==> src/rtl/async_serial_tx_map.svh <==
/*
 * Register map, field positions, reset values and tick counts
 * of the serial transmitter. Assumes an APB master on pclk and
 * word registers: byte address = register index * 4.
 */
// Operation
// - Frame is start, 8/9 data, stop
// - Length bit clear: 8 data, 10 bits
// - Length bit set: 9 data, 11 bits
// - Ninth bit from sticky high data field
// - Parity/address bit sits in data MSB
// - Normal coding is NRZ mark/space
// - Infrared: zero is pulse, one low
// - One 16-bit modulus counter sets timing
// - Divisor 0..65535, integer only, no fine part
// - Sample rate is bus clock over divisor
// - Transmit bit lasts sixteen sample ticks
// - Receiver gets sixteen samples per bit
// - Divisor zero stops the baud generator
// - High baud write waits for low write
// - Enable rise queues a preamble first
// - Buffer moves to shifter, framed, sent
// - Each buffer transfer sets empty flag
// - Empty flag resets to one
// - New send only after flag cleared
// - Break detect, collision abort, cancel
// - Preamble is ten or eleven ones
// - Next load nine sixteenths into stop
// - Line idles at one without frame; infrared txd idles low
`ifndef ASYNC_SERIAL_TX_MAP_SVH
`define ASYNC_SERIAL_TX_MAP_SVH
// ----------------------------------------
// Register indices
// ----------------------------------------
`define IDX_BAUD_HIGH   5'h00
`define IDX_BAUD_LOW    5'h01
`define IDX_CTRL_ONE    5'h02
`define IDX_CTRL_TWO    5'h03
`define IDX_STATUS_ONE  5'h04
`define IDX_LINE_CTRL   5'h05
`define IDX_DATA_HIGH   5'h06
`define IDX_DATA_LOW    5'h07
// ----------------------------------------
// Field positions and reset values
// ----------------------------------------
`define CR2_TE          3
`define SR1_TX_BUFFER_EMPTY_FLAG        7
`define SR1_TC          6
`define SR1_BRK         1
`define SR1_BERR        0
`define LC_INFRARED_ENABLE         0
`define LC_BERRE        1
`define DH_T8           6
`define REG_RESET       8'h00
`define DIV_RESET       16'h0000
// ----------------------------------------
// Tick counts within one bit, bits per frame, break sample limits
// ----------------------------------------
`define LAST_TICK       4'hF
`define STOP_LOAD_TICK  4'h8
`define CHECK_TICK      4'h8
`define IR_FIRST_TICK   4'h7
`define IR_LAST_TICK    4'h9
`define FRAME_LEN8      4'hA
`define FRAME_LEN9      4'hB
`define BRK_LAST8       8'h9F
`define BRK_LAST9       8'hAF
`endif

==> src/rtl/async_serial_tx_pkg.sv <==
/*
 * Types shared by the serial transmitter.
 * Assumes nothing beyond a SystemVerilog compiler.
 */
package async_serial_tx_pkg;
    // Transmit sequencer states
    typedef enum logic [1:0] {
        ST_IDLE,
        ST_PREAMBLE,
        ST_FRAME
    } tx_state_t;
    // First control register layout
    typedef struct packed {
        logic loopback_select;
        logic reserved6;
        logic receive_source_select;
        logic char_len9;
        logic wake_select;
        logic idle_type_select;
        logic parity_enable_bit;
        logic parity_type_bit;
    } ctrl_one_t;
endpackage

==> src/rtl/async_serial_tx.sv <==
/*
 * Serial transmitter with baud generator, APB register file,
 * break detection and bit-level collision abort.
 * Assumes an APB master on pclk and an rxd pin that is
 * asynchronous to pclk.
 */
// Decided for this implementation: the APB register port and the address map.
`include "async_serial_tx_map.svh"

module async_serial_tx
    import async_serial_tx_pkg::*;
(
    input  wire logic        pclk,
    input  wire logic        presetn,
    input  wire logic [7:0]  paddr,
    input  wire logic        psel,
    input  wire logic        penable,
    input  wire logic        pwrite,
    input  wire logic [31:0] pwdata,
    output logic      [31:0] prdata,
    output logic             pready,
    output logic             pslverr,
    input  wire logic        rxd,
    output logic             txd,
    output logic             rx_sample_tick
);

    // ----------------------------------------
    // Functions
    // ----------------------------------------

    // Word-aligned, in range
    function automatic logic mapped(input logic [7:0] a);
        mapped = (a[1:0] == 2'h0) && (a[7:5] == 3'h0);
    endfunction

    // Data bits, framed LSB first; parity in the data MSB
    function automatic logic [10:0] build_frame(
        input logic [7:0] d,
        input logic       t8,
        input logic       len9,
        input logic       pe,
        input logic       pt
    );
        logic [8:0] dat;
        logic       par;
        dat = {t8, d};
        par = len9 ? ((^d) ^ pt) : ((^d[6:0]) ^ pt);
        if (pe && len9) begin
            dat[8] = par;
        end else if (pe) begin
            dat[7] = par;
        end
        if (len9) begin
            build_frame = {1'b1, dat, 1'b0};
        end else begin
            build_frame = {2'b11, dat[7:0], 1'b0};
        end
    endfunction

    // ----------------------------------------
    // Declarations
    // ----------------------------------------
    logic        pready_q;      // Access answered
    logic        pslverr_q;     // Unmapped address
    logic [31:0] prdata_q;      // Read data
    logic [7:0]  rdata_d;       // Read mux
    logic [7:0]  baud_hi_q;     // Staged divisor high byte
    logic [7:0]  baud_lo_q;     // Low byte as written
    logic [15:0] div_q;         // Divisor in use
    ctrl_one_t   ctrl_one_q;    // Length, parity, misc
    logic [7:0]  ctrl_two_q;    // Enables
    logic [1:0]  line_q;        // Infrared, collision enable
    logic        ninth_q;       // Sticky ninth bit
    logic [7:0]  data_q;        // Transmit buffer
    logic        buf_full_q;    // Buffer holds a char
    logic        tx_buffer_empty_flag_q;        // Buffer empty flag
    logic        brk_q;         // Break seen
    logic        berr_q;        // Collision seen
    logic [15:0] cnt_q;         // Modulus counter
    logic        samp_q;        // Sample tick
    logic [3:0]  sub_q;         // Tick within bit
    tx_state_t   state_q;       // Sequencer state
    logic [10:0] shift_q;       // Shift register
    logic [3:0]  bits_q;        // Bits left incl. current
    logic [10:0] nxt_q;         // Char loaded in stop bit
    logic        nxt_v_q;       // nxt_q valid
    logic        pre_q;         // Preamble queued
    logic        txd_q;         // Line output
    logic        rx_m_q;        // Sync stage one
    logic        rx_s_q;        // Sync stage two
    logic [7:0]  brk_cnt_q;     // Low samples in a row
    logic        acc;           // Completing access
    logic        wr;            // Completing write
    logic [4:0]  idx;           // Register index
    logic        te;            // Transmit enable
    logic        len9;          // Nine-bit chars
    logic        infrared_enable;          // Infrared coding
    logic        bit_end;       // Last tick of a bit
    logic        boundary;      // Frame boundary
    logic        can_send;      // Buffer ready to go
    logic        mid_xfer;      // Load in stop bit
    logic        idle_xfer;     // Load at boundary
    logic        xfer_ev;       // Any buffer transfer
    logic        abort_ev;      // Collision abort
    logic        load_pre;      // Preamble load
    logic        te_rise;       // Enable 0 to 1 write
    logic        dl_wr;         // Data low write
    logic        sr_wr;         // Status write
    logic [3:0]  frame_len;     // Bits per frame
    logic        line_bit;      // NRZ level now

    assign acc  = psel && penable && pready_q;
    assign wr   = acc && pwrite && mapped(paddr);
    assign idx  = paddr[6:2];
    assign te   = ctrl_two_q[`CR2_TE];
    assign len9 = ctrl_one_q.char_len9;
    assign infrared_enable = line_q[`LC_INFRARED_ENABLE];
    assign dl_wr = wr && (idx == `IDX_DATA_LOW);
    assign sr_wr = wr && (idx == `IDX_STATUS_ONE);
    assign te_rise = wr && (idx == `IDX_CTRL_TWO)
                  && pwdata[`CR2_TE] && !te;
    assign frame_len = len9 ? `FRAME_LEN9 : `FRAME_LEN8;

    // ----------------------------------------
    // APB slave
    // ----------------------------------------

    // Read mux; unused bits read zero
    always_comb begin
        rdata_d = 8'h00;
        case (idx)
            `IDX_BAUD_HIGH:  rdata_d = baud_hi_q;
            `IDX_BAUD_LOW:   rdata_d = baud_lo_q;
            `IDX_CTRL_ONE:   rdata_d = ctrl_one_q;
            `IDX_CTRL_TWO:   rdata_d = ctrl_two_q;
            `IDX_STATUS_ONE: begin
                rdata_d[`SR1_TX_BUFFER_EMPTY_FLAG] = tx_buffer_empty_flag_q;
                rdata_d[`SR1_TC]   = (state_q == ST_IDLE);
                rdata_d[`SR1_BRK]  = brk_q;
                rdata_d[`SR1_BERR] = berr_q;
            end
            `IDX_LINE_CTRL:  rdata_d = {6'h00, line_q};
            default:         rdata_d = 8'h00; // Data is write-only
        endcase
    end

    // One wait state: pready rises in the second access cycle
    always_ff @(posedge pclk or negedge presetn) begin
        if (!presetn) begin
            pready_q  <= 1'b0;
            pslverr_q <= 1'b0;
            prdata_q  <= 32'h00000000;
        end else begin
            pready_q  <= psel && penable && !pready_q;
            pslverr_q <= psel && penable && !pready_q
                      && !mapped(paddr);
            if (psel && penable && !pready_q) begin
                prdata_q <= mapped(paddr) ? {24'h000000, rdata_d}
                                          : 32'h00000000;
            end
        end
    end

    // Configuration registers
    always_ff @(posedge pclk or negedge presetn) begin
        if (!presetn) begin
            baud_hi_q  <= `REG_RESET;
            baud_lo_q  <= `REG_RESET;
            div_q      <= `DIV_RESET;
            ctrl_one_q <= `REG_RESET;
            ctrl_two_q <= `REG_RESET;
            line_q     <= 2'h0;
            ninth_q    <= 1'b0;
        end else if (wr) begin
            case (idx)
                // High byte only staged until the low write
                `IDX_BAUD_HIGH: baud_hi_q <= pwdata[7:0];
                `IDX_BAUD_LOW: begin
                    baud_lo_q <= pwdata[7:0];
                    div_q     <= {baud_hi_q, pwdata[7:0]};
                end
                `IDX_CTRL_ONE:  ctrl_one_q <= pwdata[7:0];
                `IDX_CTRL_TWO:  ctrl_two_q <= pwdata[7:0];
                `IDX_LINE_CTRL: line_q     <= pwdata[1:0];
                `IDX_DATA_HIGH: ninth_q    <= pwdata[`DH_T8];
                default: ;
            endcase
        end
    end

    // Buffer contents
    always_ff @(posedge pclk or negedge presetn) begin
        if (!presetn) begin
            data_q <= 8'h00;
        end else if (dl_wr) begin
            data_q <= pwdata[7:0];
        end
    end

    // ----------------------------------------
    // Baud generator
    // ----------------------------------------

    // Counter runs 1..div; tick on wrap gives pclk/div
    always_ff @(posedge pclk or negedge presetn) begin
        if (!presetn) begin
            cnt_q  <= 16'h0001;
            samp_q <= 1'b0;
        end else if (div_q == 16'h0000) begin
            cnt_q  <= 16'h0001;
            samp_q <= 1'b0;
        end else if (cnt_q >= div_q) begin
            cnt_q  <= 16'h0001;
            samp_q <= 1'b1;
        end else begin
            cnt_q  <= cnt_q + 16'h0001;
            samp_q <= 1'b0;
        end
    end

    // Sixteen sample ticks per transmit bit
    always_ff @(posedge pclk or negedge presetn) begin
        if (!presetn) begin
            sub_q <= 4'h0;
        end else if (samp_q) begin
            sub_q <= sub_q + 4'h1;
        end
    end

    assign bit_end = samp_q && (sub_q == `LAST_TICK);

    // ----------------------------------------
    // Transmit control events
    // ----------------------------------------
    assign boundary = bit_end
                   && ((state_q == ST_IDLE) || (bits_q == 4'h1));
    assign can_send = te && buf_full_q && !berr_q && !pre_q;
    // Compare line against rxd mid-bit while sending NRZ
    assign abort_ev = line_q[`LC_BERRE] && !infrared_enable && !berr_q
                   && (state_q != ST_IDLE) && samp_q
                   && (sub_q == `CHECK_TICK)
                   && (rx_s_q != shift_q[0]);
    assign mid_xfer = (state_q == ST_FRAME) && (bits_q == 4'h1)
                   && samp_q && (sub_q == `STOP_LOAD_TICK)
                   && can_send && !nxt_v_q && !abort_ev;
    assign idle_xfer = boundary && !nxt_v_q && can_send
                    && !abort_ev;
    assign xfer_ev  = mid_xfer || idle_xfer;
    assign load_pre = boundary && !nxt_v_q && te && pre_q
                   && !berr_q && !abort_ev;

    // Empty flag and buffer state; a transfer wins the flag over a write, a write wins buf_full_q
    always_ff @(posedge pclk or negedge presetn) begin
        if (!presetn) begin
            tx_buffer_empty_flag_q     <= 1'b1;
            buf_full_q <= 1'b0;
        end else begin
            if (xfer_ev || abort_ev) begin
                tx_buffer_empty_flag_q <= 1'b1;
            end else if (dl_wr) begin
                tx_buffer_empty_flag_q <= 1'b0;
            end
            if (dl_wr) begin
                buf_full_q <= 1'b1;
            end else if (xfer_ev || abort_ev) begin
                buf_full_q <= 1'b0;
            end
        end
    end

    // ----------------------------------------
    // Transmit sequencer and shift register
    // ----------------------------------------
    always_ff @(posedge pclk or negedge presetn) begin
        if (!presetn) begin
            state_q <= ST_IDLE;
            shift_q <= 11'h7FF;
            bits_q  <= 4'h0;
            nxt_q   <= 11'h7FF;
            nxt_v_q <= 1'b0;
            pre_q   <= 1'b0;
        end else begin
            if (te_rise) begin
                pre_q <= 1'b1;
            end else if (load_pre) begin
                pre_q <= 1'b0;
            end
            if (abort_ev) begin
                // Drop frame and queued char, leave line high
                state_q <= ST_IDLE;
                shift_q <= 11'h7FF;
                nxt_v_q <= 1'b0;
            end else if (mid_xfer) begin
                // Stop bit keeps shifting; char waits in nxt_q
                nxt_q   <= build_frame(data_q, ninth_q, len9,
                           ctrl_one_q.parity_enable_bit,
                           ctrl_one_q.parity_type_bit);
                nxt_v_q <= 1'b1;
            end else if (boundary) begin
                if (nxt_v_q) begin
                    state_q <= ST_FRAME;
                    shift_q <= nxt_q;
                    bits_q  <= frame_len;
                    nxt_v_q <= 1'b0;
                end else if (load_pre) begin
                    state_q <= ST_PREAMBLE;
                    shift_q <= 11'h7FF;
                    bits_q  <= frame_len;
                end else if (idle_xfer) begin
                    state_q <= ST_FRAME;
                    shift_q <= build_frame(data_q, ninth_q, len9,
                               ctrl_one_q.parity_enable_bit,
                               ctrl_one_q.parity_type_bit);
                    bits_q  <= frame_len;
                end else begin
                    state_q <= ST_IDLE;
                    shift_q <= 11'h7FF;
                    bits_q  <= 4'h0;
                end
            end else if (bit_end && (state_q != ST_IDLE)) begin
                shift_q <= {1'b1, shift_q[10:1]};
                bits_q  <= bits_q - 4'h1;
            end
        end
    end

    // ----------------------------------------
    // Line coding
    // ----------------------------------------
    assign line_bit = (state_q == ST_IDLE) ? 1'b1 : shift_q[0];

    // Registered so txd has no glitch from the muxes
    always_ff @(posedge pclk or negedge presetn) begin
        if (!presetn) begin
            txd_q <= 1'b1;
        end else if (infrared_enable) begin
            // Mid-bit pulse, 3/16 wide, only for zeros
            txd_q <= !line_bit && (sub_q >= `IR_FIRST_TICK)
                  && (sub_q <= `IR_LAST_TICK);
        end else begin
            txd_q <= line_bit;
        end
    end

    // ----------------------------------------
    // Receive line watch
    // ----------------------------------------

    // rxd is asynchronous: two flops before any use
    always_ff @(posedge pclk or negedge presetn) begin
        if (!presetn) begin
            rx_m_q <= 1'b1;
            rx_s_q <= 1'b1;
        end else begin
            rx_m_q <= rxd;
            rx_s_q <= rx_m_q;
        end
    end

    // Count low samples; a full frame of them is a break
    always_ff @(posedge pclk or negedge presetn) begin
        if (!presetn) begin
            brk_cnt_q <= 8'h00;
        end else if (samp_q && rx_s_q) begin
            brk_cnt_q <= 8'h00;
        end else if (samp_q && (brk_cnt_q != 8'hFF)) begin
            brk_cnt_q <= brk_cnt_q + 8'h01;
        end
    end

    // Sticky flags, write one to clear; a new event wins
    always_ff @(posedge pclk or negedge presetn) begin
        if (!presetn) begin
            brk_q  <= 1'b0;
            berr_q <= 1'b0;
        end else begin
            if (samp_q && !rx_s_q && (brk_cnt_q ==
                (len9 ? `BRK_LAST9 : `BRK_LAST8))) begin
                brk_q <= 1'b1;
            end else if (sr_wr && pwdata[`SR1_BRK]) begin
                brk_q <= 1'b0;
            end
            if (abort_ev) begin
                berr_q <= 1'b1;
            end else if (!line_q[`LC_BERRE]
                         || (sr_wr && pwdata[`SR1_BERR])) begin
                berr_q <= 1'b0;
            end
        end
    end

    // ----------------------------------------
    // Outputs
    // ----------------------------------------
    assign prdata         = prdata_q;
    assign pready         = pready_q;
    assign pslverr        = pslverr_q;
    assign txd            = txd_q;
    assign rx_sample_tick = samp_q;

    // ----------------------------------------
    // Assertions
    // ----------------------------------------
    logic first_q; // Low only in the first cycle after reset
    always_ff @(posedge pclk or negedge presetn) begin
        if (!presetn) begin
            first_q <= 1'b0;
        end else begin
            first_q <= 1'b1;
        end
    end
endmodule // async_serial_tx

==> config.mk <==
export PLATFORM = sky130hd
export DESIGN_NAME = async_serial_tx
export DESIGN_NICKNAME = d
export VERILOG_FILES = /design/src/rtl/async_serial_tx_pkg.sv /design/src/rtl/async_serial_tx.sv
export VERILOG_INCLUDE_DIRS = /design/src /design/src/rtl
export SDC_FILE = /design/constraint.sdc
export NUM_CORES = 1
export LEC_CHECK = 0
export ABC_AREA = 1
export BUFFER_PORTS_ARGS = -buffer_cell sky130_fd_sc_hd__buf_2
export CORE_ASPECT_RATIO = 1.5
export CORE_MARGIN = 2
export CORE_UTILIZATION = 45
export CTS_BUF_LIST = sky130_fd_sc_hd__clkbuf_8
export DETAILED_ROUTE_END_ITERATION = 10
export PLACE_DENSITY = 0.72
export SETUP_SLACK_MARGIN = 0.5
export SYNTH_ARGS = -nofsm -noshare
export SYNTH_HDL_FRONTEND = slang
export SYNTH_SLANG_ARGS = --single-unit
export TNS_END_PERCENT = 20
==> constraint.sdc <==
create_clock -name pclk -period 3.7 [get_ports pclk]
set_input_delay 0.185 -clock pclk [delete_from_list [all_inputs] [get_ports pclk]]
set_output_delay 0.185 -clock pclk [all_outputs]
set_load 0.05 [all_outputs]
==> impl_results.md <==
* Root buf cell: clkbuf_8
* Post-synthesis sequential area ratio at ~48%
* Critical path class: reg -> reg
* RSZ-0062 raised after global routing: false
* Sum Neg Setup Slack at 0 ns
* # fillers at between 1k and 1.5k
* Die Ht at about 150 um
* Most used cell, CP: a21oi_1
* Logic pwr share at under 10%
* Clk buf depth at 2
* Final hold vios at 0
* Antenna violations before repair at 0
* Core area at approximately 0.014 mm2
* Placed cell count at roughly 1000
* Cts hold-fix bufs at 3
* Setup Buffers After CTS at 0
* Status: finished clean
* Crit path DAT at 2.75 ns
* Maximum number of pins on one net before global-route repair at 65
* Residual DRC count at 0
* Starting Density at between 40 and 50%
* Clock sink count at approximately 130
* Max stage delay on crit path at 0.53 ns
* Rows at 54
* Share of cells above drive strength 1 at between 10% and 20%
* Xor/xnor share of the synthesized area at 2.390%
* Hold WC Path Type: in -> reg
* Final Cell Area at about 0.0073 mm2
* 1st-iter DRT viols at 297
* Avg Inst Size Synth at between 8 and 9 um2
* Power Density at between 300 and 400 mW/mm2
* Diode count at 0
* Post-layout util at about half
* Worst path required time at 4.06 ns
* Mapped Area at between 0.006 and 0.007 mm2
* CTS resizes at 0
* Net Sw Frac at between 20% and 30%
* Yosys warning count at 0
* Distinct cell type count of the synthesized netlist at 49
* Skew-Pair Late Insertion Delay at 0.44 ns
* Post-synthesis mux area share at less than 1%
* Top cells by area, synth: dfrtp_1, dfstp_2, nand2_1
* Simple-gate share of the synthesized area at just over 20%
* Gr ovfl total at 0
* Metal3 WL at about 390 um
* Port Buf Inserts at 33
* Worst Slack Setup Final at around 1.3 ns
* Total GRT Usage at between 10% and 20%
* Share of the synthesized area in the top cell type at between 30% and 40%
* TritonCTS Buffers at 17
* DP HPWL at about 11000 um
* VDD IR max at 0.1829 mV
* Critical path cell sequence: inv_1 > ha_1 > a21oi_1 > o21ai_0 > a21oi_1 > nand4_1 > or2_2
* Clock transition at path regs at about 0.080 ns
* Clock network power share at between 40% and 50%
* Pint at roughly 2.2 mW
* Critical path endpoint category: flop
* Post-Place Worst Slack at ~1.3 ns
* Total power at 2.850 mW
* Leak pwr at approximately 3.4 nW
* Ys async rst share at 100.0%
* Synth Area in Adders at 4.362%
* DP Area at between 0.006 and 0.007 mm2
* Antenna-violating nets left at 0
* Max Slew Vio Count at 0
* DR WL met2 at 8126 um
* Max Cap Viol at 0
* Main combinational cell family by area after synthesis: simple AND/OR/NAND/NOR gates
* H-tree Lvls at 4
* Clock Skew at approximately 0.016 ns
* Reg power frac at 48.2%
* First-pass GRT wire length at around 24000 um
* Synth Register Bits at between 100 and 150
* NetSw at 0.6575 mW
* Post-Synthesis Cells at between 700 and 800
* Count leader, synth: nand2_1
* Chip width at a little over 100 um
* Hold WS at approximately 0.021 ns
* Area delta synth->final at 10.53%
* Area leader, netlist: dfrtp_1
* Vias in the first global route at ~5k
* Min Tclk post-route at 2.390 ns
* Post-synthesis compound-gate area fraction at between 10% and 20%
* Commonest register cell after synthesis: dfrtp_1
* Full die area at 0.01567 mm2
* Ports at 82
* # nets final at 892
* Slew headroom at a little under half
* DRT Pass-1 Iters at 5
* Via count at about 5.2k
* Max Clock Freq at 418.4 MHz
* CP max FO at 16
* Finished Layout Cells at roughly 1.0k
* Period Utilization, post-route at between 60 and 70%
* Startpoint Class: flop
* Synth cell count leaders: nand2_1, dfrtp_1, inv_1, o21ai_0, nor2_1
* Metal-1 WL at around 5700 um
* Crit-path slowest cell: nand4_1
* Via density at between 5 and 6
* Routability cong. at between 0.9 and 1
* CTS tree: done
* Final setup fails at 0
* Least-Margin Pin Slew at between 0.8 and 0.9 ns
* Max layer used: met4
* Post-synth EDFFs at 0
* Total Wirelength at 14730 um
* WL per Instance at around 14 um
## power groups by stage
stage          Combinational [mW]  Clock [mW]  Sequential [mW]
2_1_floorplan              0.0909           0             1.40
3_3_place_gp                0.130           0             1.40
3_5_place_dp                0.131           0             1.40
4_1_cts                     0.133        1.37             1.37
5_1_grt                     0.143        1.43             1.37
6_report                    0.131        1.34             1.37
## registers in the layout (all words and copies together), names as in the netlist, 2 cells and up
signal      flops
line_q          2
div_q           9
ctrl_two_q      8
nxt_q          10
ctrl_one_q      7
state_q         2
data_q          8
shift_q        10
brk_cnt_q       8
cnt_q          16
baud_hi_q       8
bits_q          4
baud_lo_q       7
sub_q           4
prdata          8
## cells by family after synthesis
logic type | Yosys count
AO/OA/AOI/OAI | 170
XOR/XNOR | 18
adder cells (fa/ha/maj) | 23
buffers and inverters | 141
flip-flops | 125
multiplexers | 2
other | 1
AND/OR/NAND/NOR | 307
## layout by cell type, fill, tap and decap left out, types with 10 or more instances in the layout
master and n:
nand2_1 166, dfrtp_1 100, buf_2 32, inv_1 92, a21oi_1 43, nand4_1 12
nand3_1 28, o21ai_0 90, ha_1 23, o21ai_1 12, clkbuf_8 21, nor2_1 61
xor2_1 10, dfstp_2 25, conb_1 24
## worst paths after layout
check                                      startpoint                        end  slack (ns)  depth (start not counted)
min in group asynchronous                     presetn      bits_q[1]$_DFFE_PN0P_        0.40                          2
worst min-delay path                        pwdata[7]  ctrl_two_q[7]$_DFFE_PN0P_        0.02                          3
worst max register to register  div_q[13]$_DFFE_PN0P_         cnt_q[0]$_DFF_PN1_        1.31                          7
worst min register to register       rx_m_q$_DFF_PN1_           rx_s_q$_DFF_PN1_        0.36                          0
worst max-delay path            div_q[13]$_DFFE_PN0P_         cnt_q[0]$_DFF_PN1_        1.31                          7
max in group asynchronous                     presetn         cnt_q[0]$_DFF_PN1_        2.44                          3
## critical path: cells and delay by family, from the launching register on
kind / cells / cell delay, ns
AND/OR/NAND/NOR: 2 / 1.03
AO/OA/AOI/OAI: 3 / 0.41
adder cells (fa/ha/maj): 1 / 0.31
buffers and inverters: 1 / 0.08
flip-flops: 1 / 0.47
## layout make-up
class	instances	area, um2	share of cell area, %
Sequential cell	125	3159	43.33
Multi-Input combinational cell	544	2844	39.00
Inverter	98	371.6	5.096
Clock buffer	21	289.0	3.964
Tap cell	196	245.2	3.363
Timing Repair Buffer	37	217.7	2.986
Clock inverter	11	165.2	2.265
## routing by layer
layer  track usage (%)  vias to the layer above
met3             3.670                       27
li1                  -                     2608
met4             9.524                        0
met1             21.54                     2519
met2             35.26                       94
met5                 0                        -
Power figures use the tool's default switching activity.
